## config.mk

```make
export PLATFORM = sky130hd
export DESIGN_NAME = tssc_top
export DESIGN_NICKNAME = d
export VERILOG_FILES = /design/src/design/tssc_timer.v /design/src/design/tssc_top.v
export VERILOG_INCLUDE_DIRS = /design/src /design/src/design
export SDC_FILE = /design/constraint.sdc
export NUM_CORES = 1
export LEC_CHECK = 0
export ABC_AREA = 1
export ABC_CLOCK_PERIOD_IN_PS = 3600
export BUFFER_PORTS_ARGS = -buffer_cell sky130_fd_sc_hd__buf_2
export CAP_MARGIN = 0
export CORE_AREA = 2 2 121 123
export CTS_CLUSTER_SIZE = 8
export DETAILED_ROUTE_END_ITERATION = 7
export DIE_AREA = 0 0 123 125
export MAX_ROUTING_LAYER = met4
export SETUP_SLACK_MARGIN = 0.15
export SYNTH_ARGS = -nofsm -noshare
export SYNTH_HDL_FRONTEND = slang
export SYNTH_SLANG_ARGS = --single-unit
```

## constraint.sdc

```tcl
create_clock -name clk -period 3.6 [get_ports clk]
set_input_delay 0.36 -clock clk [delete_from_list [all_inputs] [get_ports clk]]
set_output_delay 0.36 -clock clk [all_outputs]
set_load 0.02 [all_outputs]
```

## src/design/tssc_defines.vh

```
// Purpose: constants for the timer source and stop control block
// Assumes: registers reached over a plain strobe port, 8-bit data
// Notes:   all offsets and field positions live here
// Notes on behaviour
// - timer1 bit0 low counts sysclk/16
// - timer1 bit5 picks sysclk/4096 or pin
// - timer2 bit1 high routes external pin
// - timer2 bit4 picks sysclk/16 or timer1 overflow
// - ctrl_a bits 2,3 halt timers 1,2
// - ctrl_b bits 2,3,5,6 halt timers 3-6
// - timer5 bit6 picks timer2 or timer4 overflow
// - timer5 ctrl_b bit7 low counts sysclk/16
// - timer6 bit7 picks sysclk/16 or timer5 overflow
// - timer4 two-bit source field, four codes
`ifndef TSSC_DEFINES_VH
`define TSSC_DEFINES_VH

// ********************************************
// register map
// ********************************************
`define TSSC_ADDR_W      16
`define TSSC_CTRL_A_ADDR 16'h00f4
`define TSSC_CTRL_B_ADDR 16'h00f5
`define TSSC_RESET_VAL   8'h00

// ********************************************
// ctrl_a fields
// ********************************************
`define TSSC_A_T1_SEL_A  0
`define TSSC_A_T2_SEL_A  1
`define TSSC_A_T1_HALT   2
`define TSSC_A_T2_HALT   3
`define TSSC_A_T2_SEL_B  4
`define TSSC_A_T1_SEL_B  5
`define TSSC_A_T5_SEL_B  6
`define TSSC_A_T6_SEL    7

// ********************************************
// ctrl_b fields
// ********************************************
`define TSSC_B_T3_SEL    0
`define TSSC_B_T4_SEL_LO 1
`define TSSC_B_T3_HALT   2
`define TSSC_B_T4_HALT   3
`define TSSC_B_T4_SEL_HI 4
`define TSSC_B_T5_HALT   5
`define TSSC_B_T6_HALT   6
`define TSSC_B_T5_SEL_A  7

// ********************************************
// prescaler taps and timer 4 codes
// ********************************************
`define TSSC_PRE_W       12
`define TSSC_DIV2_BIT    0
`define TSSC_DIV16_BIT   3
`define TSSC_DIV4096_BIT 11
`define TSSC_T4_T3OVF    2'b00
`define TSSC_T4_DIV16    2'b01
`define TSSC_T4_DIV2     2'b10
`define TSSC_T4_SUBOSC   2'b11

`endif

```

## src/design/tssc_timer.v

```verilog
// Purpose: one 8-bit down-counting timer with reload and overflow pulse
// Assumes: count tick is a one-cycle pulse in the clk domain
// Notes:   reload value comes from a port; counter itself not mapped
`timescale 1ns/1ns
`default_nettype none

module tssc_timer #(
    parameter W = 8
) (
    input  wire         clk,
    input  wire         rst,
    input  wire         tick,
    input  wire         halt,
    input  wire [W-1:0] reload,
    output reg          ovf_q
);

    reg [W-1:0] cnt_q;

    // ********************************************
    // counter
    // ********************************************
    // wrap from zero reloads and raises overflow for one cycle
    always @(posedge clk) begin
        if (rst) begin
            cnt_q <= {W{1'b1}};
            ovf_q <= 1'b0;
        end else begin
            ovf_q <= 1'b0;
            if (tick && !halt) begin
                if (cnt_q == {W{1'b0}}) begin
                    cnt_q <= reload;
                    ovf_q <= 1'b1;
                end else begin
                    cnt_q <= cnt_q - {{(W-1){1'b0}}, 1'b1};
                end
            end
        end
    end

endmodule // tssc_timer

`default_nettype wire

```

## src/design/tssc_top.v

```verilog
// Purpose: count source selection and run/stop control for six timers
//          behind two 8-bit mode registers
// Assumes: all inputs synchronous to clk; oscillator ticks are one-cycle
//          pulses; the external pin is a level sampled every clock
// Notes:   timer 3 source chosen elsewhere, arrives as a tick input
//          timer counts are not mapped; reload values come from a port
//          overflow outputs trail the internal chain by one clock
//          halting a timer leaves the shared prescaler running
`timescale 1ns/1ns
`default_nettype none
`include "tssc_defines.vh"

module tssc_top #(
    parameter TW = 8
) (
    input  wire                    clk,
    input  wire                    rst,
    input  wire [`TSSC_ADDR_W-1:0] addr,
    input  wire [7:0]              wdata,
    input  wire                    wr,
    input  wire                    rd,
    output reg  [7:0]              rdata_q,
    input  wire                    main_osc_tick,
    input  wire                    sub_osc_tick,
    input  wire                    sys_clk_sel_sub,
    input  wire                    external_timer_clock_pin,
    input  wire                    timer3_source_tick,
    input  wire [6*TW-1:0]         reload_values,
    output reg  [5:0]              timer_ovf_q,
    output reg  [5:0]              timer_run_q
);

    reg  [7:0]             ctrl_a_q;
    reg  [7:0]             ctrl_b_q;
    reg  [`TSSC_PRE_W-1:0] pre_q;
    reg  [`TSSC_PRE_W-1:0] pre_prev_q;
    reg                    pin_q;
    reg                    t1_tick;
    reg                    t2_tick;
    reg                    t4_tick;
    reg                    t5_tick;
    reg                    t6_tick;
    wire [5:0]             tick;
    wire [1:0]             t4_code;
    wire                   t1_alt;
    wire                   t2_alt;
    wire                   t3_tick;
    wire                   t5_chain;
    wire                   sys_tick;
    wire [`TSSC_PRE_W-1:0] fall;
    wire                   div2;
    wire                   div16;
    wire                   div4096;
    wire                   pin_rise;
    wire [5:0]             halt;
    wire [5:0]             ovf;
    wire                   timer1_source_sel_a;
    wire                   timer2_source_sel_a;
    wire                   timer1_halt;
    wire                   timer2_halt;
    wire                   timer2_source_sel_b;
    wire                   timer1_source_sel_b;
    wire                   timer5_source_sel_b;
    wire                   timer6_source_sel;
    wire                   timer4_source_sel_low;
    wire                   timer3_halt;
    wire                   timer4_halt;
    wire                   timer4_source_sel_high;
    wire                   timer5_halt;
    wire                   timer6_halt;
    wire                   timer5_source_sel_a;

    // ********************************************
    // register port
    // ********************************************
    // writes store; reads answer the next cycle, unmapped read as zero
    // the full 16-bit address is decoded, so there are no alias slots
    // read data drop back to zero after one cycle to ease bus muxing
    always @(posedge clk) begin
        if (rst) begin
            ctrl_a_q <= `TSSC_RESET_VAL;
            ctrl_b_q <= `TSSC_RESET_VAL;
            rdata_q  <= 8'h00;
        end else begin
            if (wr && addr == `TSSC_CTRL_A_ADDR)
                ctrl_a_q <= wdata;
            if (wr && addr == `TSSC_CTRL_B_ADDR)
                ctrl_b_q <= wdata;
            if (rd && addr == `TSSC_CTRL_A_ADDR)
                rdata_q <= ctrl_a_q;
            else if (rd && addr == `TSSC_CTRL_B_ADDR)
                rdata_q <= ctrl_b_q;
            else
                rdata_q <= 8'h00;
        end
    end

    // ********************************************
    // prescaler
    // ********************************************
    // follows whichever oscillator drives the system clock
    assign sys_tick = sys_clk_sel_sub ? sub_osc_tick
                                      : main_osc_tick;

    // ripple count; each tap falls once per 2^(n+1) system ticks
    // switching oscillators keeps the count, so the first divided pulse
    // after a switch may come early
    always @(posedge clk) begin
        if (rst) begin
            pre_q      <= {`TSSC_PRE_W{1'b0}};
            pre_prev_q <= {`TSSC_PRE_W{1'b0}};
        end else begin
            if (sys_tick)
                pre_q <= pre_q + {{(`TSSC_PRE_W-1){1'b0}}, 1'b1};
            pre_prev_q <= pre_q;
        end
    end

    // a falling tap is one clock wide, whatever the tick rate
    assign fall    = pre_prev_q & ~pre_q;
    assign div2    = fall[`TSSC_DIV2_BIT];
    assign div16   = fall[`TSSC_DIV16_BIT];
    assign div4096 = fall[`TSSC_DIV4096_BIT];

    // ********************************************
    // external clock pin
    // ********************************************
    // one count per rising edge; a level held high counts once only
    // the sampler clears on reset, so a pin already high then counts once
    always @(posedge clk) begin
        if (rst)
            pin_q <= 1'b0;
        else
            pin_q <= external_timer_clock_pin;
    end

    assign pin_rise = external_timer_clock_pin & ~pin_q;

    // ********************************************
    // control fields
    // ********************************************
    // named taps on the two mode registers; the logic below reads
    // these rather than raw bit positions
    assign timer1_source_sel_a    = ctrl_a_q[`TSSC_A_T1_SEL_A];
    assign timer2_source_sel_a    = ctrl_a_q[`TSSC_A_T2_SEL_A];
    assign timer1_halt            = ctrl_a_q[`TSSC_A_T1_HALT];
    assign timer2_halt            = ctrl_a_q[`TSSC_A_T2_HALT];
    assign timer2_source_sel_b    = ctrl_a_q[`TSSC_A_T2_SEL_B];
    assign timer1_source_sel_b    = ctrl_a_q[`TSSC_A_T1_SEL_B];
    assign timer5_source_sel_b    = ctrl_a_q[`TSSC_A_T5_SEL_B];
    assign timer6_source_sel      = ctrl_a_q[`TSSC_A_T6_SEL];

    // bit 0 of ctrl_b steers timer 3 outside this block; it is only
    // stored and read back here
    assign timer4_source_sel_low  = ctrl_b_q[`TSSC_B_T4_SEL_LO];
    assign timer3_halt            = ctrl_b_q[`TSSC_B_T3_HALT];
    assign timer4_halt            = ctrl_b_q[`TSSC_B_T4_HALT];
    assign timer4_source_sel_high = ctrl_b_q[`TSSC_B_T4_SEL_HI];
    assign timer5_halt            = ctrl_b_q[`TSSC_B_T5_HALT];
    assign timer6_halt            = ctrl_b_q[`TSSC_B_T6_HALT];
    assign timer5_source_sel_a    = ctrl_b_q[`TSSC_B_T5_SEL_A];

    // ********************************************
    // timer 1 source
    // ********************************************
    // second-level choice first, so the outer mux stays a plain 2:1
    assign t1_alt = timer1_source_sel_b ? pin_rise
                                        : div4096;

    // /4096 and pin paths only when the first select bit is set
    always @* begin
        if (!timer1_source_sel_a)
            t1_tick = div16;
        else
            t1_tick = t1_alt;
    end

    // ********************************************
    // timer 2 source
    // ********************************************
    // chained, it takes the timer 1 pulse in the cycle it is raised,
    // so timer 2 steps one clock behind timer 1
    assign t2_alt = timer2_source_sel_b ? ovf[0]
                                        : div16;

    // the pin outranks the second select bit
    always @* begin
        if (timer2_source_sel_a)
            t2_tick = pin_rise;
        else
            t2_tick = t2_alt;
    end

    // ********************************************
    // timer 3 source
    // ********************************************
    // chosen outside this block and passed in as a tick; only its halt
    // bit and its overflow towards timer 4 are handled here
    assign t3_tick = timer3_source_tick;

    // ********************************************
    // timer 4 source
    // ********************************************
    // high bit of the code sits at bit 4, low bit at bit 1
    assign t4_code = {timer4_source_sel_high, timer4_source_sel_low};

    // the sub oscillator code bypasses the prescaler, so it keeps its
    // rate whichever oscillator drives the system clock
    always @* begin
        case (t4_code)
            `TSSC_T4_T3OVF:  t4_tick = ovf[2];
            `TSSC_T4_DIV16:  t4_tick = div16;
            `TSSC_T4_DIV2:   t4_tick = div2;
            `TSSC_T4_SUBOSC: t4_tick = sub_osc_tick;
            default:         t4_tick = 1'b0;
        endcase
    end

    // ********************************************
    // timer 5 source
    // ********************************************
    // the chain choice lives in ctrl_a and its enable in ctrl_b;
    // software sets both before timer 5 follows another timer
    assign t5_chain = timer5_source_sel_b ? ovf[3]
                                          : ovf[1];

    // prescaled clock unless the first select bit is set
    always @* begin
        if (!timer5_source_sel_a)
            t5_tick = div16;
        else
            t5_tick = t5_chain;
    end

    // ********************************************
    // timer 6 source
    // ********************************************
    // timer 6 may end a four-deep chain (1, 2, 5, 6 or 3, 4, 5, 6); each link adds one clock
    // of latency because overflow leaves every timer from a flop
    always @* begin
        if (timer6_source_sel)
            t6_tick = ovf[4];
        else
            t6_tick = div16;
    end

    // ********************************************
    // tick gather
    // ********************************************
    // per-timer ticks in timer order, bit n-1 for timer n
    assign tick = {t6_tick, t5_tick, t4_tick,
                   t3_tick, t2_tick, t1_tick};

    // ********************************************
    // halt bits
    // ********************************************
    // a halted timer holds its count; the prescaler keeps running, so
    // a restart picks up the divided clocks in their usual phase
    assign halt = {timer6_halt,
                   timer5_halt,
                   timer4_halt,
                   timer3_halt,
                   timer2_halt,
                   timer1_halt};

    // ********************************************
    // timers
    // ********************************************
    // one counter per timer; counts are not mapped, only overflow leaves
    // the reload slice for timer n sits at bits (n-1)*TW and up
    genvar g;
    generate
        for (g = 0; g < 6; g = g + 1) begin : g_tmr
            tssc_timer #(.W(TW)) u_tmr (
                .clk    (clk),
                .rst    (rst),
                .tick   (tick[g]),
                .halt   (halt[g]),
                .reload (reload_values[g*TW +: TW]),
                .ovf_q  (ovf[g])
            );
        end
    endgenerate

    // ********************************************
    // status outputs
    // ********************************************
    // ovf from the timers is already a flop; a copy keeps outputs registered
    // the copy costs one clock, so outputs trail the internal chain
    // run bits show the halt state of the previous cycle
    always @(posedge clk) begin
        if (rst) begin
            timer_ovf_q <= 6'b000000;
            timer_run_q <= 6'b000000;
        end else begin
            timer_ovf_q <= ovf;
            timer_run_q <= ~halt;
        end
    end

endmodule // tssc_top

`default_nettype wire

```

---- Word-level counts from Yosys, hierarchy flattened ----
Cells that the tools add are included.
storage, ports and cells
  bits in registers ....................... 115
  input port bits ......................... 81
  output and inout port bits .............. 20
  word-level logic and storage cells ...... 95
cells by class
  $add $sub $neg .......................... 7
  eq/ne operators ......................... 5
  multiplexer cells ....................... 23
  bitwise operators ....................... 11
  reduce and logical (&&, ||, !) cells .... 29
operator list
  cell                                              number
  two-way mux 8 bit                                 8
  zero test 8 bit                                   6
  subtractor 8 x 1 -> 8 bit, second input constant  6
  == test 16 x 8 -> 1 bit, second input constant    2
  two-way mux 1 bit                                 14
  adder 12 x 1 -> 12 bit, second input constant     1
  bitwise AND 12 bit                                1
  NOT 12 bit                                        1
  OR reduction 2 bit                                6
  logical AND 1 bit                                 10
  NOT 1 bit                                         7
  zero test 1 bit                                   6
  NOT 6 bit                                         1
  == test 2 bit, second input constant              2
  one-hot mux 1 bit (4 select lines)                1
  == test 2 x 1 -> 1 bit, second input constant     1
  zero test 2 bit                                   1
  bitwise AND 1 bit                                 1

---- Depth between registers and ports, before layout ----
Gate-level depths: netlist of run 1.
  word-level depth ........................ 7
  mapped depth ............................ 10
  gate-level depth less buffers ........... 10

---- Hierarchy ----
From an unflattened synthesis of run 1, not the netlist that was laid out.
unflattened totals
  cell total of the unflattened synthesis .. 857
  area, all modules ....................... 5741.8 µm²
modules (own cells, without submodules)
  module      instances  cells an instance  area each (µm²)  seq. area each (µm²)
  tssc_timer  6          97                 606.8            180.2
  tssc_top    1          275                2100.8           1041.0

---- Worst setup path before layout of run 1 ----
No wires, ideal clock.
  kind .................................... reg2reg
  start point ............................. register g_tmr[2].u_tmr.cnt_q[0]
  end point ............................... register g_tmr[2].u_tmr.cnt_q[1]
  setup time .............................. 0.120 ns
  arrival time ............................ 1.270 ns
  data required time ...................... 3.480 ns
  path slack .............................. 2.210 ns
  stages on the path, launching flop included .. 9
  buffers on the path ..................... 1
  period minus slack after synthesis ...... 1.390 ns
  cells stage by stage .................... dfxtp_1 -> inv_1 -> ha_1 -> inv_1 -> nor3_1 -> nand2_2 -> buf_2 -> o211ai_1 -> nand2_1
on the way
  word-level cells in the longest chain between the ends .. 2
  elaborated cells between the ends (all ways) .. 3
  those cells by class .................... add/sub: 1; mux: 1; reduce/logical: 1
RTL lines
  what                                                                 RTL line                          RTL
  start, declared                                                      tssc_timer.v:18                   reg [W-1:0] cnt_q;
  start signal, assigned                                               tssc_timer.v:26                   cnt_q <= {W{1'b1}};
  start signal, assigned                                               tssc_timer.v:32                   cnt_q <= reload;
  start signal, assigned                                               tssc_timer.v:35                   cnt_q <= cnt_q - {{(W-1){1'b0}}, 1'b1};
  subtractor 8 x 1 -> 8 bit / zero test 8 bit (equally long branches)  tssc_timer.v:35, tssc_timer.v:31
  two-way mux 8 bit (*)                                                tssc_timer.v:31                   if (cnt_q == {W{1'b0}}) begin
Mark *: on every way between the ends. The rest lies on a longest branch, timed or not.
A chain may end at the register's enable or synchronous reset.

---- Final worst setup path of run 1 ----
  start point ............................. register pre_q[3]
  end point ............................... register g_tmr[3].u_tmr.cnt_q[5]
on the way
  word-level cells in the longest chain between the ends .. 4
RTL lines
  what                                RTL line         RTL
  start, declared                     tssc_top.v:35    reg [`TSSC_PRE_W-1:0] pre_q;
  start signal, assigned              tssc_top.v:110   pre_q <= {`TSSC_PRE_W{1'b0}};
  start signal, assigned              tssc_top.v:114   pre_q <= pre_q + {{(`TSSC_PRE_W-1){1'b0}}, 1'b1};
  NOT 12 bit                          tssc_top.v:120   assign fall = pre_prev_q & ~pre_q;
  bitwise AND 12 bit                  tssc_top.v:120
  one-hot mux 1 bit (4 select lines)  tssc_top.v:210   case (t4_code)
  logical AND 1 bit                   tssc_timer.v:30  if (tick && !halt) begin
  end signal, assigned                tssc_timer.v:26
  end signal, assigned                tssc_timer.v:32
  end signal, assigned                tssc_timer.v:35
  end, declared                       tssc_timer.v:18
Every way passes these cells.

==> impl_metrics.json, run 1 <==
{
  "outcome": "finished clean",
  "ff2ff_setup_slack_ns": 1.86,
  "pwrdens_nw_per_um2": 366,
  "start_kind": "flip-flop",
  "postSynthAreaPerCell_um2": 6.59,
  "synth_flop_type": "dfxtp_1",
  "grt_start_max_net_pins": 69,
  "floorplan.core_area_um2": 14200,
  "synth.cell_area_um2": 5540,
  "min_period_ns": 1.74,
  "synth_top_cell_by_area": "dfxtp_1",
  "hold_path_end": "pin_q$_SDFF_PP0_",
  "initialDrtViolationCount": 267,
  "nNetsFinal": 1023,
  "switching_share_pct": 21.9,
  "area_of_combinational_cells_with_multiple_inputs_um2": 2900,
  "design.portCount": 101,
  "initial_core_utilization_pct": 39.0,
  "timing.critical_path.fanout_max": 11,
  "final_hold_viol_count": 0,
  "clkPwrFrac_pct": 44.3,
  "postSynthCellCount": 840,
  "remaining_global_route_overflow": 0,
  "p_leak_nw": 3.12,
  "hold-path-cell-count": 3,
  "placement_rows": 44,
  "synth.yosys.seq_area_share_pct": 38.3,
  "cts_setup_buffers": 0,
  "worst_r2r_path_depth": 8,
  "gp_congestion": 0.900,
  "numCtsBuffers": 9,
  "regToRegEndpoint": "g_tmr[3].u_tmr.cnt_q[5]$_SDFFE_PP1P_",
  "die_x_um": 123,
  "postSynthRegisterBits": 106,
  "required_ns": 3.85,
  "dp_hpwl_um": 9270,
  "cell_internal_power_dissipation_mw": 1.84,
  "placement.io_buffers": 100,
  "fill_cells": 1535,
  "root_buffer": "clkbuf_16",
  "synth.cells.most_frequent": "193 x nand2_1, 166 x nor2_1, 106 x dfxtp_1",
  "startpoint_of_the_worst_hold_path": "external_timer_clock_pin",
  "insertion_delay_ns": 0.35,
  "post-synth-top-count-cell": "nand2_1",
  "hold-worst-slack_ns": 0.234,
  "timing.rr.start": "pre_q[3]$_SDFFE_PP0P_",
  "cts_buffer_depth": 2,
  "vias_per_cell": 4.71,
  "numClockSinks": 106,
  "critPathCaptureType": "flip-flop",
  "clk_pin_slew_ns": 0.07,
  "worstSetupPathType": "flip-flop to flip-flop",
  "cap_viol_max_count": 0,
  "achievable-frequency_mhz": 574,
  "net-switching-power_uw": 518,
  "min-delay-path-class": "input pin to flip-flop",
  "cp_data_arrival_time_ns": 1.99,
  "timing.max_slew.rel_slack_pct": 40.8,
  "max_slew.worst_pin.slew_ns": 0.888,
  "die_height_um": 125,
  "setup_viol": 0,
  "ctsResizeCount": 0,
  "via_count": 5274,
  "ctsHoldBuffers": 0,
  "cell_variety_after_synth": 36,
  "total_neg_setup_slack_ns": 0,
  "grt_setup_unrepaired": "no",
  "area.growth.synth_to_final_pct": 16.7,
  "wl_per_instance_um": 11.5,
  "final_min_period_over_clock_period_pct": 48.4,
  "ys_top_cells_by_area": "dfxtp_1 38%, nand2_1 13%, nor2_1 11%",
  "grtUsageTotal_pct": 17.7,
  "seq_power_share_pct": 50.6,
  "sequential_cell_area_um2": 2120,
  "grt_first_pass_wirelength_um": 21400,
  "tritoncts": "done",
  "drt-pass1-iter-count": 4,
  "htree_num_levels": 3,
  "combinationalPowerShare_pct": 5.2,
  "wirelength_um": 12900,
  "synthesis.nets": 934,
  "antenna_violating_nets_post_route": 0,
  "final-max-slew-violation-count": 0,
  "drc": 0,
  "yosysWarningCount": 0,
  "irDropWorstVdd_uv": 199,
  "ys_async_rst_share_pct": 0,
  "grt_antenna_before_repair": 2,
  "via_count_of_the_first_global_routing_pass": 4773,
  "yosysTopAreaCellShare_pct": 38.3,
  "die_area_um2": 15400,
  "final_layout_size_suffix_gt1_share_pct": 15.3,
  "synth_edf_count": 0,
  "finClkSkew_ns": 0.00649
}
[sequential cells by signal, summed over array words and instances, names as in the netlist]
name	cells
pre_prev_q	3
g_tmr.u_tmr.ovf_q	6
pin_q	1
rdata_q	8
g_tmr.u_tmr.cnt_q	48
timer_ovf_q	6
timer_run_q	6
pre_q	12
ctrl_b_q	8
ctrl_a_q	8
[per-stage QoR]
| stage | power [mW] | area, um2 | instances | util [%] | setup slack [ns] |
|---|---|---|---|---|---|
| finish | 2.36 | 6460 | 1119 | 45.5 | 1.86 |
| global route | 2.46 | 6460 | 1119 | 45.5 | 1.65 |
| CTS | 2.39 | 6450 | 1117 | 45.4 | 1.86 |
| detailed placement | 1.35 | 6150 | 1102 | 43.3 | 1.80 |
| global placement | 1.35 | 6150 | 1102 | 43.3 | 1.80 |
| floorplan | 1.28 | 5540 | 840 | - | 2.21 |
[layout by cell type, fill, tap and decap left out, drive strengths merged, types with 2 or more instances in the layout]
cell	count
clkinv	2
nor3	13
nand3b	6
ha	13
o21bai	2
xnor2	2
bufinv	2
nand2	197
buf	102
inv	103
a21oi	51
nand4	12
dfxtp	106
diode	2
o21ai	41
clkbuf	10
nor2	174
o211ai	12
nand3	71
xor2	8
nor3b	2
[logic make-up (layout without fill, tap and decap cells)]
logic type,count (synthesis),count (layout),synth area share [%]
compound gates,108,108,10.6
xor+xnor,10,10,1.58
simple gates,477,477,37.2
buf+inv,126,219,9.38
fa+ha+maj,13,13,2.94
flops,106,106,38.3
other cells,0,2,0
[metal layers]
| layer | part of all wire, % | GRT usage, % |
|---|---|---|
| met1 | 50 | 22.8 |
| met2 | 44 | 27.5 |
| met3 | 4.8 | 4.06 |
| met4 | 1.4 | 5.95 |
| met5 | 0 | - |
[critical path, cell delays in order, from the launching register on]
cell     delay [ns]
dfxtp_1        0.34
inv_2          0.11
nand2_2        0.12
o21ai_0        0.16
nand3_1        0.37
inv_1          0.33
nand3_1        0.10
nand2_1        0.07
nand2_1        0.04
[how the worst max path moves through the flow]
stage / slack [ns] / endpoint / startpoint
after floorplan: 2.21 / g_tmr[2].u_tmr.cnt_q[1]$_SDFFE_PP1P_ / g_tmr[2].u_tmr.cnt_q[0]$_SDFFE_PP1P_
after global placement: 1.80 / g_tmr[3].u_tmr.cnt_q[5]$_SDFFE_PP1P_ / rst
after detailed placement: 1.80 / g_tmr[3].u_tmr.cnt_q[5]$_SDFFE_PP1P_ / rst
after CTS: 1.86 / g_tmr[3].u_tmr.cnt_q[5]$_SDFFE_PP1P_ / pre_q[3]$_SDFFE_PP0P_
after global routing: 1.65 / g_tmr[3].u_tmr.cnt_q[5]$_SDFFE_PP1P_ / pre_q[3]$_SDFFE_PP0P_
final: 1.86 / g_tmr[3].u_tmr.cnt_q[5]$_SDFFE_PP1P_ / pre_q[3]$_SDFFE_PP0P_
[final cells by class]
class | instances | share of cell area [%]
Clock buffer | 10 | 3.55
Clock inverter | 5 | 1.22
Multi-Input combinational cell | 608 | 44.8
Timing Repair Buffer | 102 | 7.98
Inverter | 102 | 5.93
Antenna cell | 2 | 0.0775
Sequential cell | 106 | 32.9
Tap cell | 184 | 3.56
[power by group through the flow]
stage / combinational, mW / sequential, mW / clock, mW
final: 0.123 / 1.19 / 1.05
after global placement: 0.124 / 1.22 / 0
after detailed placement: 0.124 / 1.22 / 0
after global routing: 0.139 / 1.20 / 1.13
after CTS: 0.125 / 1.19 / 1.07
after floorplan: 0.0554 / 1.22 / 0
(Power assumes the default switching activity.)
==> inputs of run 2 (changes only) <==
--- a/config.mk
+++ b/config.mk
@@ -7,7 +7,7 @@
 export NUM_CORES = 1
 export LEC_CHECK = 0
 export ABC_AREA = 1
-export ABC_CLOCK_PERIOD_IN_PS = 3600
+export ABC_CLOCK_PERIOD_IN_PS = 1500
 export BUFFER_PORTS_ARGS = -buffer_cell sky130_fd_sc_hd__buf_2
 export CAP_MARGIN = 0
 export CORE_AREA = 2 2 121 123
==> constraint.sdc (replaced) <==
create_clock -name clk -period 1.5 [get_ports clk]
set_input_delay 0.15 -clock clk [delete_from_list [all_inputs] [get_ports clk]]
set_output_delay 0.15 -clock clk [all_outputs]
set_load 0.02 [all_outputs]
==> run 2 against run 1 <==
- die area stayed put
- combinational power grew to 2.8 times the previous value
- non-clock buffer count is 42 higher
- global-route usage up 0.46 points
- wire length rose by 7.2%
- clock skew is 0.00050 ns lower
- highest routed layer unchanged
==> impl_metrics.json, run 2 (synthesis results as in run 1) <==
{
  "outcome": "finished clean",
  "detailedPlace.worstSlack_ns": 0.0522,
  "wirelength_um": 13900,
  "gp_congestion": 0.875,
  "die_x_um": 123,
  "design.portCount": 101,
  "antenna_violating_nets_post_route": 0,
  "max_slew.worst_pin.slew_ns": 0.328,
  "cell_internal_power_dissipation_mw": 4.54,
  "initialDrtViolationCount": 286,
  "final_hold_viol_count": 0,
  "final_min_period_over_clock_period_pct": 94.2,
  "mostFrequentLayoutCells": "184 x nand2_1, 146 x nor2_1, 100 x buf_2, 94 x dfxtp_1, 71 x inv_1",
  "worst_r2r_path_depth": 8,
  "min-delay-path-class": "input pin to flip-flop",
  "min_period_ns": 1.41,
  "grt_first_pass_wirelength_um": 22100,
  "via_count": 5530,
  "worstSetupPathType": "flip-flop to flip-flop",
  "critPathCaptureType": "flip-flop",
  "grtUsageTotal_pct": 18.2,
  "start_kind": "flip-flop",
  "power_mw": 5.77,
  "setup_viol": 0,
  "numClockSinks": 106,
  "switching_share_pct": 21.3,
  "htree_num_levels": 3,
  "finClkSkew_ns": 0.00599,
  "tritoncts": "done",
  "timing.critical_path.fanout_max": 5,
  "die_height_um": 125,
  "pwrdens_nw_per_um2": 791,
  "irDropWorstVdd_uv": 431,
  "p_leak_nw": 3.43,
  "floorplan.core_area_um2": 14200,
  "timing.rr.start": "g_tmr[0].u_tmr.cnt_q[0]$_SDFFE_PP1P_",
  "hold-path-cell-count": 3,
  "final_layout_size_suffix_gt1_share_pct": 28.9,
  "net-switching-power_mw": 1.23,
  "timing.max_slew.rel_slack_pct": 78.1,
  "placement.io_buffers": 100,
  "mostFrequentLayoutCell": "nand2_1",
  "startpoint_of_the_worst_hold_path": "external_timer_clock_pin",
  "drt-pass1-iter-count": 5,
  "root_buffer": "clkbuf_16",
  "post_layout_nonfiller_instances": 1163,
  "initial_core_utilization_pct": 39.0,
  "dp_hpwl_um": 9520,
  "clkPwrFrac_pct": 44.3,
  "grt_start_max_net_pins": 69,
  "clk_pin_slew_ns": 0.07,
  "cts_buffer_depth": 2,
  "achievable-frequency_mhz": 707,
  "die_area_um2": 15400,
  "regToRegEndpoint": "g_tmr[0].u_tmr.cnt_q[0]$_SDFFE_PP1P_",
  "nNetsFinal": 1067,
  "reg.largest.list": "g_tmr.u_tmr.cnt_q (48), pre_q (12)",
  "remaining_global_route_overflow": 0,
  "grt_antenna_before_repair": 2,
  "ff2ff_setup_slack_ns": 0.09,
  "final-max-slew-violation-count": 0,
  "placed_cells": 1123,
  "placement_rows": 44,
  "combinationalPowerShare_pct": 5.9,
  "drc": 0,
  "via_count_of_the_first_global_routing_pass": 4911,
  "cp_data_arrival_time_ns": 1.64,
  "seq_power_share_pct": 49.8,
  "vias_per_cell": 4.75,
  "cap_viol_max_count": 0,
  "area.growth.synth_to_final_pct": 31.7,
  "fin_ws_ns": 0.0863,
  "regMostFlops": "g_tmr.u_tmr.cnt_q",
  "grt_setup_unrepaired": "yes",
  "wl_per_instance_um": 11.9,
  "insertion_delay_ns": 0.35,
  "hold_path_end": "pin_q$_SDFF_PP0_",
  "required_ns": 1.72,
  "numCtsBuffers": 9,
  "largest_reg_flops": 48
}
[run 2: cell count changes in the layout (fill, tap and decap cells not counted), moves of 10 or more]
cell	delta
buf_4	+27
buf_6	+12
dfxtp_1	-12
dfxtp_2	+12
ha_1	-11
inv_1	-24
inv_2	+19
nand3_1	-12
nand3_2	+12
nor2_1	-20
nor2_2	+11
o21ai_0	-11
o21ai_1	+10
[run 2: power by group through the flow]
stage | Sequential, mW | Combinational (mW) | Clock, mW
after global placement | 2.93 | 0.319 | 0
final | 2.87 | 0.339 | 2.56
after floorplan | 2.94 | 0.133 | 0
after detailed placement | 2.93 | 0.319 | 0
after CTS | 2.87 | 0.320 | 2.64
after global routing | 2.87 | 0.378 | 2.73
[run 2: through the flow]
| stage | TNS, ns | utilization, % | hold WS (ns) | cell area (um2) |
|---|---|---|---|---|
| final | 0 | 51.3 | 0.0282 | 7290 |
| after global routing | -0.0128 | 51.3 | 0.0409 | 7290 |
| after CTS | 0 | 47.8 | 0.0141 | 6790 |
| after detailed placement | 0 | 44.6 | 0.382 | 6330 |
| after global placement | 0 | 44.6 | 0.372 | 6330 |
| after floorplan | 0 | - | 0.257 | 5540 |
[run 2: worst max-delay path by stage]
stage | start | end | slack, ns
finish | g_tmr[0].u_tmr.cnt_q[0]$_SDFFE_PP1P_ | g_tmr[0].u_tmr.cnt_q[0]$_SDFFE_PP1P_ | 0.09
global route | g_tmr[0].u_tmr.cnt_q[0]$_SDFFE_PP1P_ | g_tmr[0].u_tmr.cnt_q[0]$_SDFFE_PP1P_ | -0.01
CTS | g_tmr[3].u_tmr.cnt_q[0]$_SDFFE_PP1P_ | g_tmr[3].u_tmr.cnt_q[4]$_SDFFE_PP1P_ | 0.13
detailed placement | g_tmr[3].u_tmr.cnt_q[1]$_SDFFE_PP1P_ | g_tmr[3].u_tmr.cnt_q[7]$_SDFFE_PP1P_ | 0.05
global placement | g_tmr[0].u_tmr.cnt_q[0]$_SDFFE_PP1P_ | g_tmr[0].u_tmr.cnt_q[6]$_SDFFE_PP1P_ | 0.09
floorplan | g_tmr[4].u_tmr.cnt_q[0]$_SDFFE_PP1P_ | g_tmr[4].u_tmr.cnt_q[4]$_SDFFE_PP1P_ | 0.15
[run 2: timing repair]
action                                  4_1_cts  5_1_grt
gates resized for setup                      22      130
buffers inserted                              8       13
pin swaps                                     7       50
hold buffers                                  0        0
endpoints found under the setup margin       37       55
gates cloned                                  1        1
endpoints found under the hold margin         0        0
[run 2: per-layer routing]
| layer | up-vias | share of wire [%] | GRT usage [%] |
|---|---|---|---|
| met5 | - | 0 | - |
| met4 | 0 | 1.4 | 6.35 |
| met3 | 15 | 5.1 | 3.33 |
| met2 | 129 | 47 | 28.4 |
| met1 | 2442 | 46 | 23.6 |
| li1 | 2944 | - | - |
[run 2: worst max-delay path, cell delays in order, from the launching register on]
cell and delay (ns):
dfxtp_2 0.34, inv_2 0.08, ha_4 0.13, nand4_1 0.18, nor2_4 0.24, buf_12 0.16, o21ai_2 0.05, nand2_1 0.06
nand3_1 0.06
[run 2: cell type report]
type	count	area [um2]
fill	1456	6910
multi-input combinational	610	3290
sequential	106	2140
timing repair buffer	144	913
inverter	102	397
clock buffer	13	260
tap	184	230
clock inverter	2	60.1
antenna	2	5.00
==> inputs of run 3 (changes only) <==
--- a/config.mk
+++ b/config.mk
@@ -10,11 +10,12 @@
 export ABC_CLOCK_PERIOD_IN_PS = 1500
 export BUFFER_PORTS_ARGS = -buffer_cell sky130_fd_sc_hd__buf_2
 export CAP_MARGIN = 0
-export CORE_AREA = 2 2 121 123
+export CORE_AREA = 2 2 109 111
 export CTS_CLUSTER_SIZE = 8
 export DETAILED_ROUTE_END_ITERATION = 7
-export DIE_AREA = 0 0 123 125
+export DIE_AREA = 0 0 111 113
 export MAX_ROUTING_LAYER = met4
+export PLACE_DENSITY = 0.74
 export SETUP_SLACK_MARGIN = 0.15
 export SYNTH_ARGS = -nofsm -noshare
 export SYNTH_HDL_FRONTEND = slang
==> run 3 against run 2 <==
- first-iteration DRC count grew 6.3%
- core utilization grew 14 points
- non-clock buffer count grew 7
- clock skew grew 0.00075 ns
- sequential share of layout area shrank 0.20 points
- sequential power is essentially flat
- largest cell class unchanged
==> impl_metrics.json, run 3 (synthesis results as in run 1) <==
{
  "numCtsBuffers": 9,
  "ff2ff_setup_slack_ns": 0.07,
  "min-delay-path-class": "input pin to flip-flop",
  "placement_rows": 39,
  "grt_antenna_before_repair": 1,
  "ctsHoldBuffers": 0,
  "grt_first_pass_wirelength_um": 22300,
  "root_buffer": "clkbuf_16",
  "final_hold_viol_count": 0,
  "nNetsFinal": 1075,
  "floorplan.core_area_um2": 11300,
  "area.growth.synth_to_final_pct": 32.8,
  "slowest_delay_ns": 0.34,
  "total_neg_setup_slack_ns": 0,
  "final-max-slew-violation-count": 0,
  "timing.rr.start": "g_tmr[5].u_tmr.cnt_q[5]$_SDFFE_PP1P_",
  "max_slew.worst_pin.slew_ns": 0.518,
  "via_count": 5737,
  "remaining_global_route_overflow": 0,
  "setup_viol": 0,
  "regMostFlops": "g_tmr.u_tmr.cnt_q",
  "initial_core_utilization_pct": 49.1,
  "regToRegEndpoint": "g_tmr[5].u_tmr.cnt_q[6]$_SDFFE_PP1P_",
  "final_min_period_over_clock_period_pct": 95.2,
  "startpoint_of_the_worst_hold_path": "reload_values[18]",
  "drt-pass1-iter-count": 5,
  "wl_per_instance_um": 13.0,
  "tritoncts": "done",
  "power_mw": 5.67,
  "start_kind": "flip-flop",
  "final_layout_size_suffix_gt1_share_pct": 31.1,
  "gp_congestion": 0.862,
  "drc": 0,
  "fin_ws_ns": 0.0722,
  "die_x_um": 111,
  "hold_path_end": "g_tmr[2].u_tmr.cnt_q[2]$_SDFFE_PP1P_",
  "initialDrtViolationCount": 304,
  "timing.max_slew.rel_slack_pct": 65.5,
  "insertion_delay_ns": 0.35,
  "cap_viol_max_count": 0,
  "design.portCount": 101,
  "vias_per_cell": 5.08,
  "via_count_of_the_first_global_routing_pass": 5033,
  "achievable-frequency_mhz": 700,
  "antenna_violating_nets_post_route": 0,
  "worst_path_max_delay_cell": "dfxtp_1",
  "timing.critical_path.fanout_max": 6,
  "die_height_um": 113,
  "worst_r2r_path_depth": 7,
  "required_ns": 1.74,
  "reg.largest.list": "g_tmr.u_tmr.cnt_q (48), pre_q (12)",
  "placement.io_buffers": 100,
  "numClockSinks": 106,
  "fill_cells": 965,
  "dp_hpwl_um": 9350,
  "cts_buffer_depth": 2,
  "grt_start_max_net_pins": 45,
  "post_layout_nonfiller_instances": 1130,
  "grtUsageTotal_pct": 21.9,
  "min_period_ns": 1.43,
  "die_area_um2": 12500,
  "p_leak_nw": 3.46,
  "cp_data_arrival_time_ns": 1.67,
  "pwrdens_nw_per_um2": 772,
  "finClkSkew_ns": 0.00673,
  "placed_cells": 1079,
  "critical_path.cell_chain": "nor2_2 -> nand2_1 -> nor2_4 -> clkinv_4 -> buf_6 -> o21ai_2 -> o21ai_1",
  "mostFrequentLayoutCell": "nand2_1",
  "clk_pin_slew_ns": 0.07,
  "detailedPlace.worstSlack_ns": 0.0550,
  "irDropWorstVdd_uv": 651,
  "grt_setup_unrepaired": "yes",
  "outcome": "finished clean",
  "worstSetupPathType": "flip-flop to flip-flop",
  "hold-path-cell-count": 3,
  "wirelength_um": 14600,
  "critPathCaptureType": "flip-flop",
  "largest_reg_flops": 48,
  "htree_num_levels": 3,
  "mostFrequentLayoutCells": "182 x nand2_1, 142 x nor2_1, 101 x buf_2, 92 x dfxtp_1, 72 x inv_1"
}
## run 3: cell count changes in the layout (fill, tap and decap cells not counted), sizes merged
cell | previous run | this run
bufinv | 2 | 1
clkinvlp | 1 | 2
nand2 | 199 | 200
diode | 2 | 1
clkinv | 0 | 2
buf | 144 | 151
clkbuf | 13 | 12
## run 3: how the worst max path moves through the flow
stage,start,to,slack (ns),depth (start not counted)
3_5_place_dp,g_tmr[5].u_tmr.cnt_q[0]$_SDFFE_PP1P_,g_tmr[5].u_tmr.cnt_q[0]$_SDFFE_PP1P_,0.05,7
6_report,g_tmr[5].u_tmr.cnt_q[5]$_SDFFE_PP1P_,g_tmr[5].u_tmr.cnt_q[6]$_SDFFE_PP1P_,0.07,7
5_1_grt,g_tmr[5].u_tmr.cnt_q[2]$_SDFFE_PP1P_,g_tmr[5].u_tmr.cnt_q[6]$_SDFFE_PP1P_,0.002,7
4_1_cts,pre_q[3]$_SDFFE_PP0P_,g_tmr[3].u_tmr.cnt_q[0]$_SDFFE_PP1P_,0.14,7
3_3_place_gp,g_tmr[5].u_tmr.cnt_q[0]$_SDFFE_PP1P_,g_tmr[5].u_tmr.cnt_q[0]$_SDFFE_PP1P_,0.09,7
2_1_floorplan,g_tmr[4].u_tmr.cnt_q[0]$_SDFFE_PP1P_,g_tmr[4].u_tmr.cnt_q[4]$_SDFFE_PP1P_,0.15,9
## run 3: critical path, delay by kind of cell (launching register included)
| family | cells | cell delay (ns) |
|---|---|---|
| buf+inv | 2 | 0.27 |
| flops | 1 | 0.34 |
| compound gates | 2 | 0.17 |
| simple gates | 3 | 0.53 |
## run 3: timing repair
| item | 4_1_cts | 5_1_grt |
|---|---|---|
| gates resized for setup | 46 | 133 |
| endpoints found under the setup margin | 40 | 55 |
| cloned | 1 | 3 |
| buffers inserted | 11 | 19 |
| pin swaps | 11 | 49 |
## run 3: metal layers
| layer | track usage, % | vias up | share of wire (%) |
|---|---|---|---|
| met5 | - | - | 0 |
| met2 | 36.9 | 161 | 49 |
| met1 | 26.4 | 2600 | 44 |
| met3 | 5.95 | 18 | 5.7 |
| li1 | - | 2958 | - |
| met4 | 5.17 | 0 | 1.4 |
## run 3: cell type report
cell class	count	area, um2	area share, %
well taps	143	179	2.43
flip-flops and latches	106	2140	29.1
inverters	102	398	5.41
repair buffers	151	967	13.2
clock inverters	4	50.0	0.681
diodes	1	2.50	0.0340
multi-input cells	611	3360	45.7
clock buffers	12	256	3.49
## run 3: per-stage QoR
step	cell area (um2)	hold WS (ns)	util [%]
2_1_floorplan	5540	0.257	-
3_3_place_gp	6270	0.382	55.6
6_report	7350	0.00661	65.2
5_1_grt	7350	0.0253	65.2
4_1_cts	6770	0.0261	60.0
3_5_place_dp	6270	0.390	55.6
## run 3: power breakdown
part / total, mW / switching (mW) / internal [mW]
Sequential: 2.87 / 0.0279 / 2.85
Combinational: 0.353 / 0.198 / 0.155
Clock: 2.45 / 1.06 / 1.38
Total: 5.67 / 1.29 / 4.39
